--- src/hdl/liu_ctrl_params.svh ---
/*
  constants for the line interface drive and scan port: register offsets,
  field positions, reset values and bus answers.
  assumes inclusion by bare name from the package and the design modules.
*/
`ifndef LIU_CTRL_PARAMS_SVH
`define LIU_CTRL_PARAMS_SVH

`define ADDR_W          12
`define OFF_DRIVE       12'h000
`define OFF_SCAN        12'h004
`define OFF_IRQ_STATUS  12'h008
`define OFF_IRQ_MASK    12'h00c
`define DRIVE_W         6
`define SCAN_W          3
`define DRIVE_RESET     6'h00
`define SCAN_RESET      3'h0
`define BIT_REMOTE_LOOP 0
`define BIT_LOCAL_LOOP  1
`define BIT_EQ_BYPASS   2
`define BIT_ALL_ONES    3
`define BIT_ENC_DIS     4
`define BIT_BUILD_DIS   5
`define BIT_DRV_MON     0
`define BIT_LOCK_LOST   1
`define BIT_SIG_LOSS    2
`define ZERO32          32'h0000_0000

`endif

--- src/hdl/liu_ctrl_pkg.sv ---
/*
  types for the line interface drive and scan port: apb request and answer
  structs, drive and scan field structs.
  assumes liu_ctrl_params.svh is on the include path.
*/
`include "liu_ctrl_params.svh"

package liu_ctrl_pkg;

  // apb request from the master
  typedef struct packed {
    logic                 psel;
    logic                 penable;
    logic                 pwrite;
    logic [`ADDR_W-1:0]   paddr;
    logic [31:0]          pwdata;
  } apb_req_t;

  // apb answer to the master
  typedef struct packed {
    logic        pready;
    logic        pslverr;
    logic [31:0] prdata;
  } apb_rsp_t;

  // drive pins toward the line interface unit, msb first
  typedef struct packed {
    logic build_out_disable;
    logic line_encoder_disable;
    logic send_all_ones;
    logic equalizer_bypass;
    logic local_loop_select;
    logic remote_loop_select;
  } drive_t;

  // status pins from the line interface unit, msb first
  typedef struct packed {
    logic line_signal_loss;
    logic clock_recovery_lock_lost;
    logic drive_monitor_alarm;
  } scan_t;

  // loopback modes encoded as {local, remote}
  typedef enum logic [1:0] {
    loop_normal  = 2'b00,
    loop_remote  = 2'b01,
    loop_analog  = 2'b10,
    loop_digital = 2'b11
  } loop_mode_t;

endpackage : liu_ctrl_pkg

--- src/hdl/scan_sync.sv ---
/*
  two flip-flop synchroniser for the three scan status pins.
  assumes pins are asynchronous to clock; first stage feeds only the second.
*/
`include "liu_ctrl_params.svh"
module scan_sync
  import liu_ctrl_pkg::*;
(
  input  wire logic              clock,
  input  wire logic              rst,
  input  wire liu_ctrl_pkg::scan_t pins,
  output      liu_ctrl_pkg::scan_t synced
);
  import liu_ctrl_pkg::*;

  scan_t meta;

  // two stages per bit, cleared on reset
  always_ff @(posedge clock)
  begin
    if (rst)
    begin
      meta   <= scan_t'(`SCAN_RESET);
      synced <= scan_t'(`SCAN_RESET);
    end
    else
    begin
      meta   <= pins;
      synced <= meta;
    end
  end

endmodule : scan_sync

--- src/hdl/line_interface_drive_scan.sv ---
/*
  drive and scan port for an external line interface unit, reached over apb.
  drive register steers six output pins; scan register shows three status
  pins; scan changes raise sticky interrupt bits gated by a mask.
  assumes one clock, synchronous active-high reset, a compliant apb master.
*/
// Design decisions made here: the APB slave port and the register offsets.
// Functional notes
// - six-bit drive register, read/write, sets pins
// - read-only scan register shows three inputs
// - remote high, local low: remote loopback
// - both loop selects high: digital local loopback
// - local high, remote low: analog local loopback
// - both low: normal, no loopback
// - equalizer bypass pin from drive bit
// - all-ones pin from drive bit
// - encoder disable pin from drive bit
// - build-out disable pin from drive bit
`include "liu_ctrl_params.svh"
module line_interface_drive_scan
  import liu_ctrl_pkg::*;
(
  input  wire logic                   clock,
  input  wire logic                   rst,
  input  wire liu_ctrl_pkg::apb_req_t apb_req,
  output      liu_ctrl_pkg::apb_rsp_t apb_rsp,
  input  wire liu_ctrl_pkg::scan_t    scan_pins,
  output      liu_ctrl_pkg::drive_t   drive_pins,
  output      logic                   irq
);
  import liu_ctrl_pkg::*;

  // synchronised scan pins and their value one clock earlier
  scan_t                scan_now;
  scan_t                scan_prev;
  // interrupt side: change flags, sticky status, enable mask
  logic [`SCAN_W-1:0]   change;
  logic [`SCAN_W-1:0]   irq_status;
  logic [`SCAN_W-1:0]   irq_mask;
  logic [`SCAN_W-1:0]   status_clear;
  logic                 next_irq;
  // bus side: taken access, direction, address hits, write strobes
  logic                 access;
  logic                 wr_en;
  logic                 rd_en;
  logic                 hit_drive;
  logic                 hit_scan;
  logic                 hit_status;
  logic                 hit_mask;
  logic                 hit_any;
  logic                 drive_we;
  logic                 status_we;
  logic                 mask_we;
  // answer flops and the values they take at the taken edge
  logic                 rsp_ready;
  logic                 rsp_err;
  logic [31:0]          rsp_rdata;
  logic [31:0]          next_rdata;
  logic                 next_err;

  // scan pins cross into the clock domain; nothing here reads them raw.
  // a pin pulse shorter than a clock may be missed by the change flags
  scan_sync u_sync
  (
    .clock  (clock),
    .rst    (rst),
    .pins   (scan_pins),
    .synced (scan_now)
  );

  // an access is taken once, in the first access-phase cycle; the
  // registered ready of the next cycle masks the second sample, so
  // every transfer carries exactly one wait state and a master that
  // holds penable past pready is taken and answered again every second cycle
  assign access = apb_req.psel && apb_req.penable && !rsp_ready;
  assign wr_en  = access && apb_req.pwrite;
  assign rd_en  = access && !apb_req.pwrite;

  // register map, one aligned 32-bit word each, data in the low bits:
  //   drive       read/write, six pin levels
  //   scan        read only, three synchronised status levels
  //   irq status  sticky change flags, write one to clear
  //   irq mask    a one enables the matching status bit
  // any other address answers with pslverr and changes nothing
  assign hit_drive  = (apb_req.paddr == `OFF_DRIVE);
  assign hit_scan   = (apb_req.paddr == `OFF_SCAN);
  assign hit_status = (apb_req.paddr == `OFF_IRQ_STATUS);
  assign hit_mask   = (apb_req.paddr == `OFF_IRQ_MASK);
  assign hit_any    = hit_drive || hit_scan || hit_status || hit_mask;

  // write strobes; the scan word has none, so writes there fall away
  assign drive_we  = wr_en && hit_drive;
  assign status_we = wr_en && hit_status;
  assign mask_we   = wr_en && hit_mask;

  // drive register, which is the pin flop itself; bits 1:0 pick the
  // loopback of the line unit as {local, remote}:
  //   00 normal, 01 remote, 11 digital local, 10 analog local
  // rewriting a bit with its own value leaves the pin untouched
  always_ff @(posedge clock)
  begin
    if (rst)
      drive_pins <= drive_t'(`DRIVE_RESET);
    else if (drive_we)
    begin
      drive_pins.remote_loop_select   <= apb_req.pwdata[`BIT_REMOTE_LOOP];
      drive_pins.local_loop_select    <= apb_req.pwdata[`BIT_LOCAL_LOOP];
      drive_pins.equalizer_bypass     <= apb_req.pwdata[`BIT_EQ_BYPASS];
      drive_pins.send_all_ones        <= apb_req.pwdata[`BIT_ALL_ONES];
      drive_pins.line_encoder_disable <= apb_req.pwdata[`BIT_ENC_DIS];
      drive_pins.build_out_disable    <= apb_req.pwdata[`BIT_BUILD_DIS];
    end
  end

  // previous synced scan value for change detection
  always_ff @(posedge clock)
  begin
    if (rst)
      scan_prev <= scan_t'(`SCAN_RESET);
    else
      scan_prev <= scan_now;
  end

  // scan bits, all active high as the line unit drives them:
  //   bit 0 drive monitor alarm, no line pulses for a while
  //   bit 1 clock recovery lost its lock
  //   bit 2 line signal lost
  // either edge of a synced bit counts as a change
  assign change = scan_now ^ scan_prev;

  // write-one-to-clear strobes for the sticky status;
  // a zero bit in the written word leaves its flag alone
  assign status_clear = status_we ? apb_req.pwdata[`SCAN_W-1:0] : `SCAN_RESET;

  // sticky status, one flop per scan bit; a change in the same cycle
  // as a clear wins, so no event is lost to a racing clear
  for (genvar i = 0; i < `SCAN_W; i++)
  begin : g_status
    always_ff @(posedge clock)
    begin
      if (rst)
        irq_status[i] <= 1'b0;
      else if (change[i])
        irq_status[i] <= 1'b1;
      else if (status_clear[i])
        irq_status[i] <= 1'b0;
    end
  end

  // interrupt mask; a bit set while masked raises irq as the mask opens
  always_ff @(posedge clock)
  begin
    if (rst)
      irq_mask <= `SCAN_RESET;
    else if (mask_we)
      irq_mask <= apb_req.pwdata[`SCAN_W-1:0];
  end

  // interrupt request: any unmasked sticky bit
  assign next_irq = |(irq_status & irq_mask);

  // level interrupt from a flop, one clock behind the status;
  // clearing the status drops irq one clock later
  always_ff @(posedge clock)
  begin
    if (rst)
      irq <= 1'b0;
    else
      irq <= next_irq;
  end

  // read mux; unused upper bits read as zero
  always_comb
  begin
    next_rdata = `ZERO32;
    case (apb_req.paddr)
      `OFF_DRIVE:      next_rdata[`DRIVE_W-1:0] = drive_pins;
      `OFF_SCAN:       next_rdata[`SCAN_W-1:0]  = scan_now;
      `OFF_IRQ_STATUS: next_rdata[`SCAN_W-1:0]  = irq_status;
      `OFF_IRQ_MASK:   next_rdata[`SCAN_W-1:0]  = irq_mask;
      default:         next_rdata = `ZERO32;
    endcase
  end

  // unmapped or unaligned addresses are refused;
  // the scan word is mapped, so a write there is no error
  assign next_err = !hit_any;

  // ready pulse, one cycle after the taken access
  always_ff @(posedge clock)
  begin
    if (rst)
      rsp_ready <= 1'b0;
    else
      rsp_ready <= access;
  end

  // error pulse alongside ready; a refused access changes nothing
  always_ff @(posedge clock)
  begin
    if (rst)
      rsp_err <= 1'b0;
    else
      rsp_err <= access && next_err;
  end

  // read data only with the ready pulse of a read, zero otherwise;
  // write answers carry zero data
  always_ff @(posedge clock)
  begin
    if (rst)
      rsp_rdata <= `ZERO32;
    else
      rsp_rdata <= rd_en ? next_rdata : `ZERO32;
  end

  // answer to the master, straight from the flops above
  assign apb_rsp = '{pready: rsp_ready, pslverr: rsp_err, prdata: rsp_rdata};

endmodule : line_interface_drive_scan

--- config.mk ---
export PLATFORM = sky130hd
export DESIGN_NAME = line_interface_drive_scan
export DESIGN_NICKNAME = d
export VERILOG_FILES = /design/src/hdl/liu_ctrl_pkg.sv /design/src/hdl/scan_sync.sv /design/src/hdl/line_interface_drive_scan.sv
export VERILOG_INCLUDE_DIRS = /design/src /design/src/hdl
export SDC_FILE = /design/constraint.sdc
export NUM_CORES = 1
export LEC_CHECK = 0
export ABC_AREA = 1
export BUFFER_PORTS_ARGS = -buffer_cell sky130_fd_sc_hd__buf_2
export CELL_PAD_IN_SITES_DETAIL_PLACEMENT = 0
export CELL_PAD_IN_SITES_GLOBAL_PLACEMENT = 2
export CORE_ASPECT_RATIO = 0.75
export CORE_MARGIN = 3
export CORE_UTILIZATION = 21
export CTS_CLUSTER_DIAMETER = 60
export CTS_CLUSTER_SIZE = 28
export DETAILED_ROUTE_END_ITERATION = 10
export PLACE_DENSITY_LB_ADDON = 0.12
export RECOVER_POWER = 50
export SYNTH_ARGS = -nofsm -noshare
export SYNTH_HDL_FRONTEND = slang
export SYNTH_SLANG_ARGS = --single-unit
export TNS_END_PERCENT = 30
--- constraint.sdc ---
create_clock -name clock -period 1.5 [get_ports clock]
set_input_delay 0.225 -clock clock [delete_from_list [all_inputs] [get_ports clock]]
set_output_delay 0.225 -clock clock [all_outputs]
set_load 0.02 [all_outputs]
; Yosys cells after proc, flatten, opt, wreduce, memory -nomap -nowiden
; Index checks and enable logic that the tools add are counted.
[word_totals]
register_bits = 56
latchBits = 0
ram_bits = 0
romBits = 0
input_bits = 52
output_inout_bits = 41
wordCells = 61
n_memories = 0
[op_classes]
add_sub_neg = 0
mul = 0
div_mod_pow = 0
magnitude_cmp = 0
n_eq_ne = 3
n_shift = 0
muxes = 8
n_bitwise = 4
n_reduce_logical = 21
[ops]
columns = op, n
row1 = "12-bit by 4-bit equality test with 1-bit output, second input constant", 2
row2 = "12-bit by 3-bit equality test with 1-bit output, second input constant", 1
row3 = 12-bit zero test, 1
row4 = 3-bit case mux with 4 select lines, 1
row5 = 1-bit logical AND, 8
row6 = 1-bit two-way mux, 6
row7 = 2-bit nonzero test, 3
row8 = 3-bit OR reduction, 2
row9 = 3-bit bitwise AND, 1
row10 = 1-bit zero test, 3
row11 = 1-bit logical OR, 3
row12 = 3-bit two-way mux, 1
row13 = 3-bit XOR, 1
row14 = 1-bit NOT, 2
row15 = 2-bit OR reduction, 1

; Longest topological paths before layout
[depth]
ltp_word = 7
mapped_depth = 8
depth_no_buf = 7

; By module
; Synthesis repeated with hierarchy kept, for this count alone.
[unflattened]
hier_cells = 187
hier_area_um2 = 1463.9
[by_module_without_submodules]
columns = module, n_inst, cells_per_inst, area_each_um2
row1 = line_interface_drive_scan, 1, 169, 1298.7
row2 = scan_sync, 1, 18, 165.2

; Least setup slack after synthesis
; No wires, ideal clock.
[synth_timing]
path_type = input port to flip-flop
start = input apb_req[33] in the netlist's numbering
end = register drive_pins[3] in the netlist's numbering
setup_time_ns = 0.117
arrival_time_ns = 1.019
path_slack_ns = 0.364
stages = 6
n_path_buf = 1
cell_sequence = or2_4 -> nor2_4 -> nand3_2 -> buf_6 -> o21ai_1 -> a21oi_1
[synth_via]
elab_chain_len = 2
[synth_rtl]
columns = item, line
row1 = start: declaration, line_interface_drive_scan.sv:25  ; input wire liu_ctrl_pkg::apb_req_t apb_req,
row2 = 12-bit zero test, n/a
row3 = 1-bit logical AND, line_interface_drive_scan.sv:92  ; assign drive_we = wr_en && hit_drive;
row4 = end signal: assignment, line_interface_drive_scan.sv:103  ; drive_pins <= drive_t'(`DRIVE_RESET);
row5 = end: declaration, line_interface_drive_scan.sv:28  ; output liu_ctrl_pkg::drive_t drive_pins,
; No other way between the ends.
; A chain may end at the register's enable or synchronous reset.

; Worst setup path in the final report
[layout_timing]
start = register rsp_ready
end = register drive_pins[0] in the netlist's numbering
[layout_via]
elab_chain_len = 4
[layout_rtl]
columns = item, line
row1 = start: declaration, line_interface_drive_scan.sv:55  ; logic rsp_ready;
row2 = start signal: assignment, line_interface_drive_scan.sv:195  ; rsp_ready <= access;
row3 = 1-bit zero test, line_interface_drive_scan.sv:75  ; assign access = apb_req.psel && apb_req.penable && !rsp_ready;
row4 = 1-bit logical AND, line_interface_drive_scan.sv:75
row5 = 1-bit logical AND, line_interface_drive_scan.sv:76  ; assign wr_en = access && apb_req.pwrite;
row6 = 1-bit logical AND, line_interface_drive_scan.sv:92
; No other way between the ends.

==> flow_metrics.env <==
export IMPL_cp_arrival_ns=1.41
export IMPL_cts_clk_slew_worst_paths_ns=0.07
export IMPL_cp_data_required_time_ns=1.66
export IMPL_grt_pass1_wl_microns=5020
export IMPL_power_density_mw_per_mm2=982
export IMPL_via_count=1121
export IMPL_min_delay_start="scan_pins[0]"
export IMPL_yosys_register_bits=30
export IMPL_cts_buffers=5
export IMPL_grt_pass1_vias=1053
export IMPL_min_period_over_period=0.828
export IMPL_yosys_area_top_type="dfxtp_1"
export IMPL_io_buffers=40
export IMPL_syn_inst=183
export IMPL_min_delay_path_class="in -> reg"
export IMPL_grt_max_degree=15
export IMPL_path_buf_inv=1
export IMPL_vias_per_cell=3.64
export IMPL_floorplan_initialDensity=0.221
export IMPL_skew_ns=0.00143
export IMPL_start_kind="register"
export IMPL_syn_area_sq_mm=0.00143
export IMPL_ys_types=21
export IMPL_synth_top_area_share=0.421
export IMPL_dp_hpwl_microns=2590
export IMPL_die_x_microns=101
export IMPL_cts_root_buf="clkbuf_8"
export IMPL_ys_warn_count=0
export IMPL_clk_latency_ns=0.27
export IMPL_drt_iter0_drc=46
export IMPL_cts_resized=0
export IMPL_h_tree_depth=2
export IMPL_drc_errors=0
export IMPL_postRouteAntennaNets=0
export IMPL_dieArea_sq_mm=0.00783
export IMPL_crit_fanout=12
export IMPL_cp_cell_sequence="inv_1 -> nand3_1 -> nor2_4 -> nand3_4 -> o21ai_0 -> a21oi_1"
export IMPL_fmax_ghz=0.805
export IMPL_cts_hold_buf=0
export IMPL_rows=25
export IMPL_fin_cells=308
export IMPL_min_period_ns=1.24
export IMPL_wl_per_cell_microns=10.3
export IMPL_timing_rr_start="rsp_ready"
export IMPL_cts_tree="built"
export IMPL_tns_ns=0
export IMPL_startpoint="rsp_ready"
export IMPL_synth_edf_count=0
export IMPL_clkSinkCount=30
export IMPL_cts_setup_buffers=0
export IMPL_yosysSeqAreaShare=0.421
export IMPL_syn_area_per_cell_sq_um=7.79
export IMPL_timing_hold_worst_endpoint="u_sync.meta[0]"
export IMPL_finalNetCount=278
export IMPL_worst_slew_pin_slew_ns=0.644
export IMPL_status="finished clean"
export IMPL_ys_async_sr_fraction=0
export IMPL_r2r_end="drive_pins[0]"
export IMPL_critPathTopFamily="simple AND/OR/NAND/NOR gates"
export IMPL_setup_violations=0
export IMPL_synthTopCellsByArea="dfxtp_1 (42%), buf_4 (15%), nor2_1 (7.6%)"
export IMPL_dr_pass1_iters=3
export IMPL_hold_slack_ns=0.150
export IMPL_max_stage_delay_ns=0.31
export IMPL_hold_depth=3
export IMPL_slew_headroom=0.570
export IMPL_r2r_setup_slack_ns=0.26
export IMPL_synth_most_common_cell="dfxtp_1"
export IMPL_cp_end_kind="register"
export IMPL_die_h_microns=77.4
export IMPL_final_hold_violation_count=0
export IMPL_area_delta_synth_final_pct=18.5
export IMPL_slew_violations=0
export IMPL_crit_type="reg -> reg"
export IMPL_placed_cells=300
export IMPL_grt_ovfl_total=0
export IMPL_synthFlopType="dfxtp_1"
export IMPL_antenna_cells=0
export IMPL_drive_above_1_share=0.211
export IMPL_ios=93
export IMPL_grt_usage=0.0822
export IMPL_coreArea_sq_mm=0.00644
export IMPL_rsz0062_at_grt="false"
export IMPL_antenna_found_initial=0
export IMPL_crit_slowest_cell="dfxtp_1"
export IMPL_maxCapViolCount=0
export IMPL_place_congestion=0.682
export IMPL_r2r_cells=6
export IMPL_routed_wl_microns=3190
export IMPL_synth_common_cells="dfxtp_1 (30), nor2_1 (29), buf_4 (28)"
export IMPL_vdd_drop_max_mv=0.308
export IMPL_p_leak_uw=0.000725
export IMPL_clockBufferDepth=2
-- worst max path at each step --
stage / slack, ns / endpoint / cells past startpoint
finish: 0.26 / drive_pins[0] / 6
global route: 0.09 / drive_pins[1] / 6
CTS: 0.07 / drive_pins[0] / 6
detailed placement: 0.06 / drive_pins[0] / 7
global placement: 0.04 / drive_pins[0] / 6
floorplan: 0.36 / drive_pins[3] / 6
-- area by class of cell --
| type | instances | area (sq um) |
|---|---|---|
| clock buffers | 7 | 86.3 |
| multi-input cells | 122 | 602 |
| fillers | 765 | 4750 |
| flip-flops and latches | 30 | 601 |
| repair buffers | 42 | 201 |
| clock inverters | 1 | 5.00 |
| inverters | 25 | 93.8 |
| well taps | 81 | 101 |
-- cells by family (layout without fill, tap and decap cells) --
group                  after synthesis  in the layout  share of synthesized area
flip-flops                          30             30                      0.421
buffers and inverters               56             75                      0.232
other                                1             26                    0.00263
AND/OR/NAND/NOR                     71             71                      0.244
AO/OA/AOI/OAI                       22             22                     0.0825
XOR/XNOR                             3              3                     0.0184
-- flip-flops by register name, indices dropped and copies added (netlist names) --
register	cells
rsp_rdata	6
rsp_err	1
rsp_ready	1
u_sync.synced	3
irq_mask	3
irq_status	3
irq	1
u_sync.meta	3
scan_prev	3
drive_pins	6
-- power by group --
| part | internal (uW) | switching [uW] | leakage [uW] |
|---|---|---|---|
| sequential | 815 | 9.28 | 0.000244 |
| combinational | 47.1 | 120 | 0.000433 |
| clock | 370 | 300 | 0.0000482 |
-- per-layer routing --
metal | vias up | track usage | share of wire | wire, microns
met5 | - | 0 | 0 | 0
met4 | 0 | 0.0239 | 0.0047 | 15
met3 | 2 | 0.0305 | 0.076 | 241
met2 | 34 | 0.112 | 0.42 | 1330
met1 | 478 | 0.119 | 0.50 | 1590
li1 | 607 | - | - | -
-- worst reg2reg max path, cell delays in order (launching register included) --
cell and delay [ns]:
dfxtp_1 0.31, inv_1 0.04, nand3_1 0.13, nor2_4 0.22
nand3_4 0.18, o21ai_0 0.20, a21oi_1 0.05
-- per-stage QoR --
step	worst slack [ns]	utilization	instance area, sq um	power, uW
finish	0.258	0.262	1690	1660
global route	0.0860	0.262	1690	1750
CTS	0.0701	0.263	1690	1690
detailed placement	0.0607	0.248	1600	1010
global placement	0.0404	0.248	1600	1010
floorplan	0.364	-	1520	1010
-- layout by cell type, fill, tap and decap left out, drive strengths merged --
| cell | Yosys | final |
|---|---|---|
| nand3 | 18 | 18 |
| inv | 25 | 25 |
| nand2 | 14 | 14 |
| nand4 | 3 | 3 |
| or2 | 1 | 1 |
| nand3b | 1 | 1 |
| clkinv | 0 | 1 |
| dfxtp | 30 | 30 |
| o21ai | 10 | 10 |
| conb | 1 | 26 |
| clkbuf | 1 | 18 |
| buf | 30 | 31 |
| a21oi | 12 | 12 |
| xnor2 | 3 | 3 |
| nor2 | 34 | 34 |
Note: power is estimated with default switching activity, not from simulation.
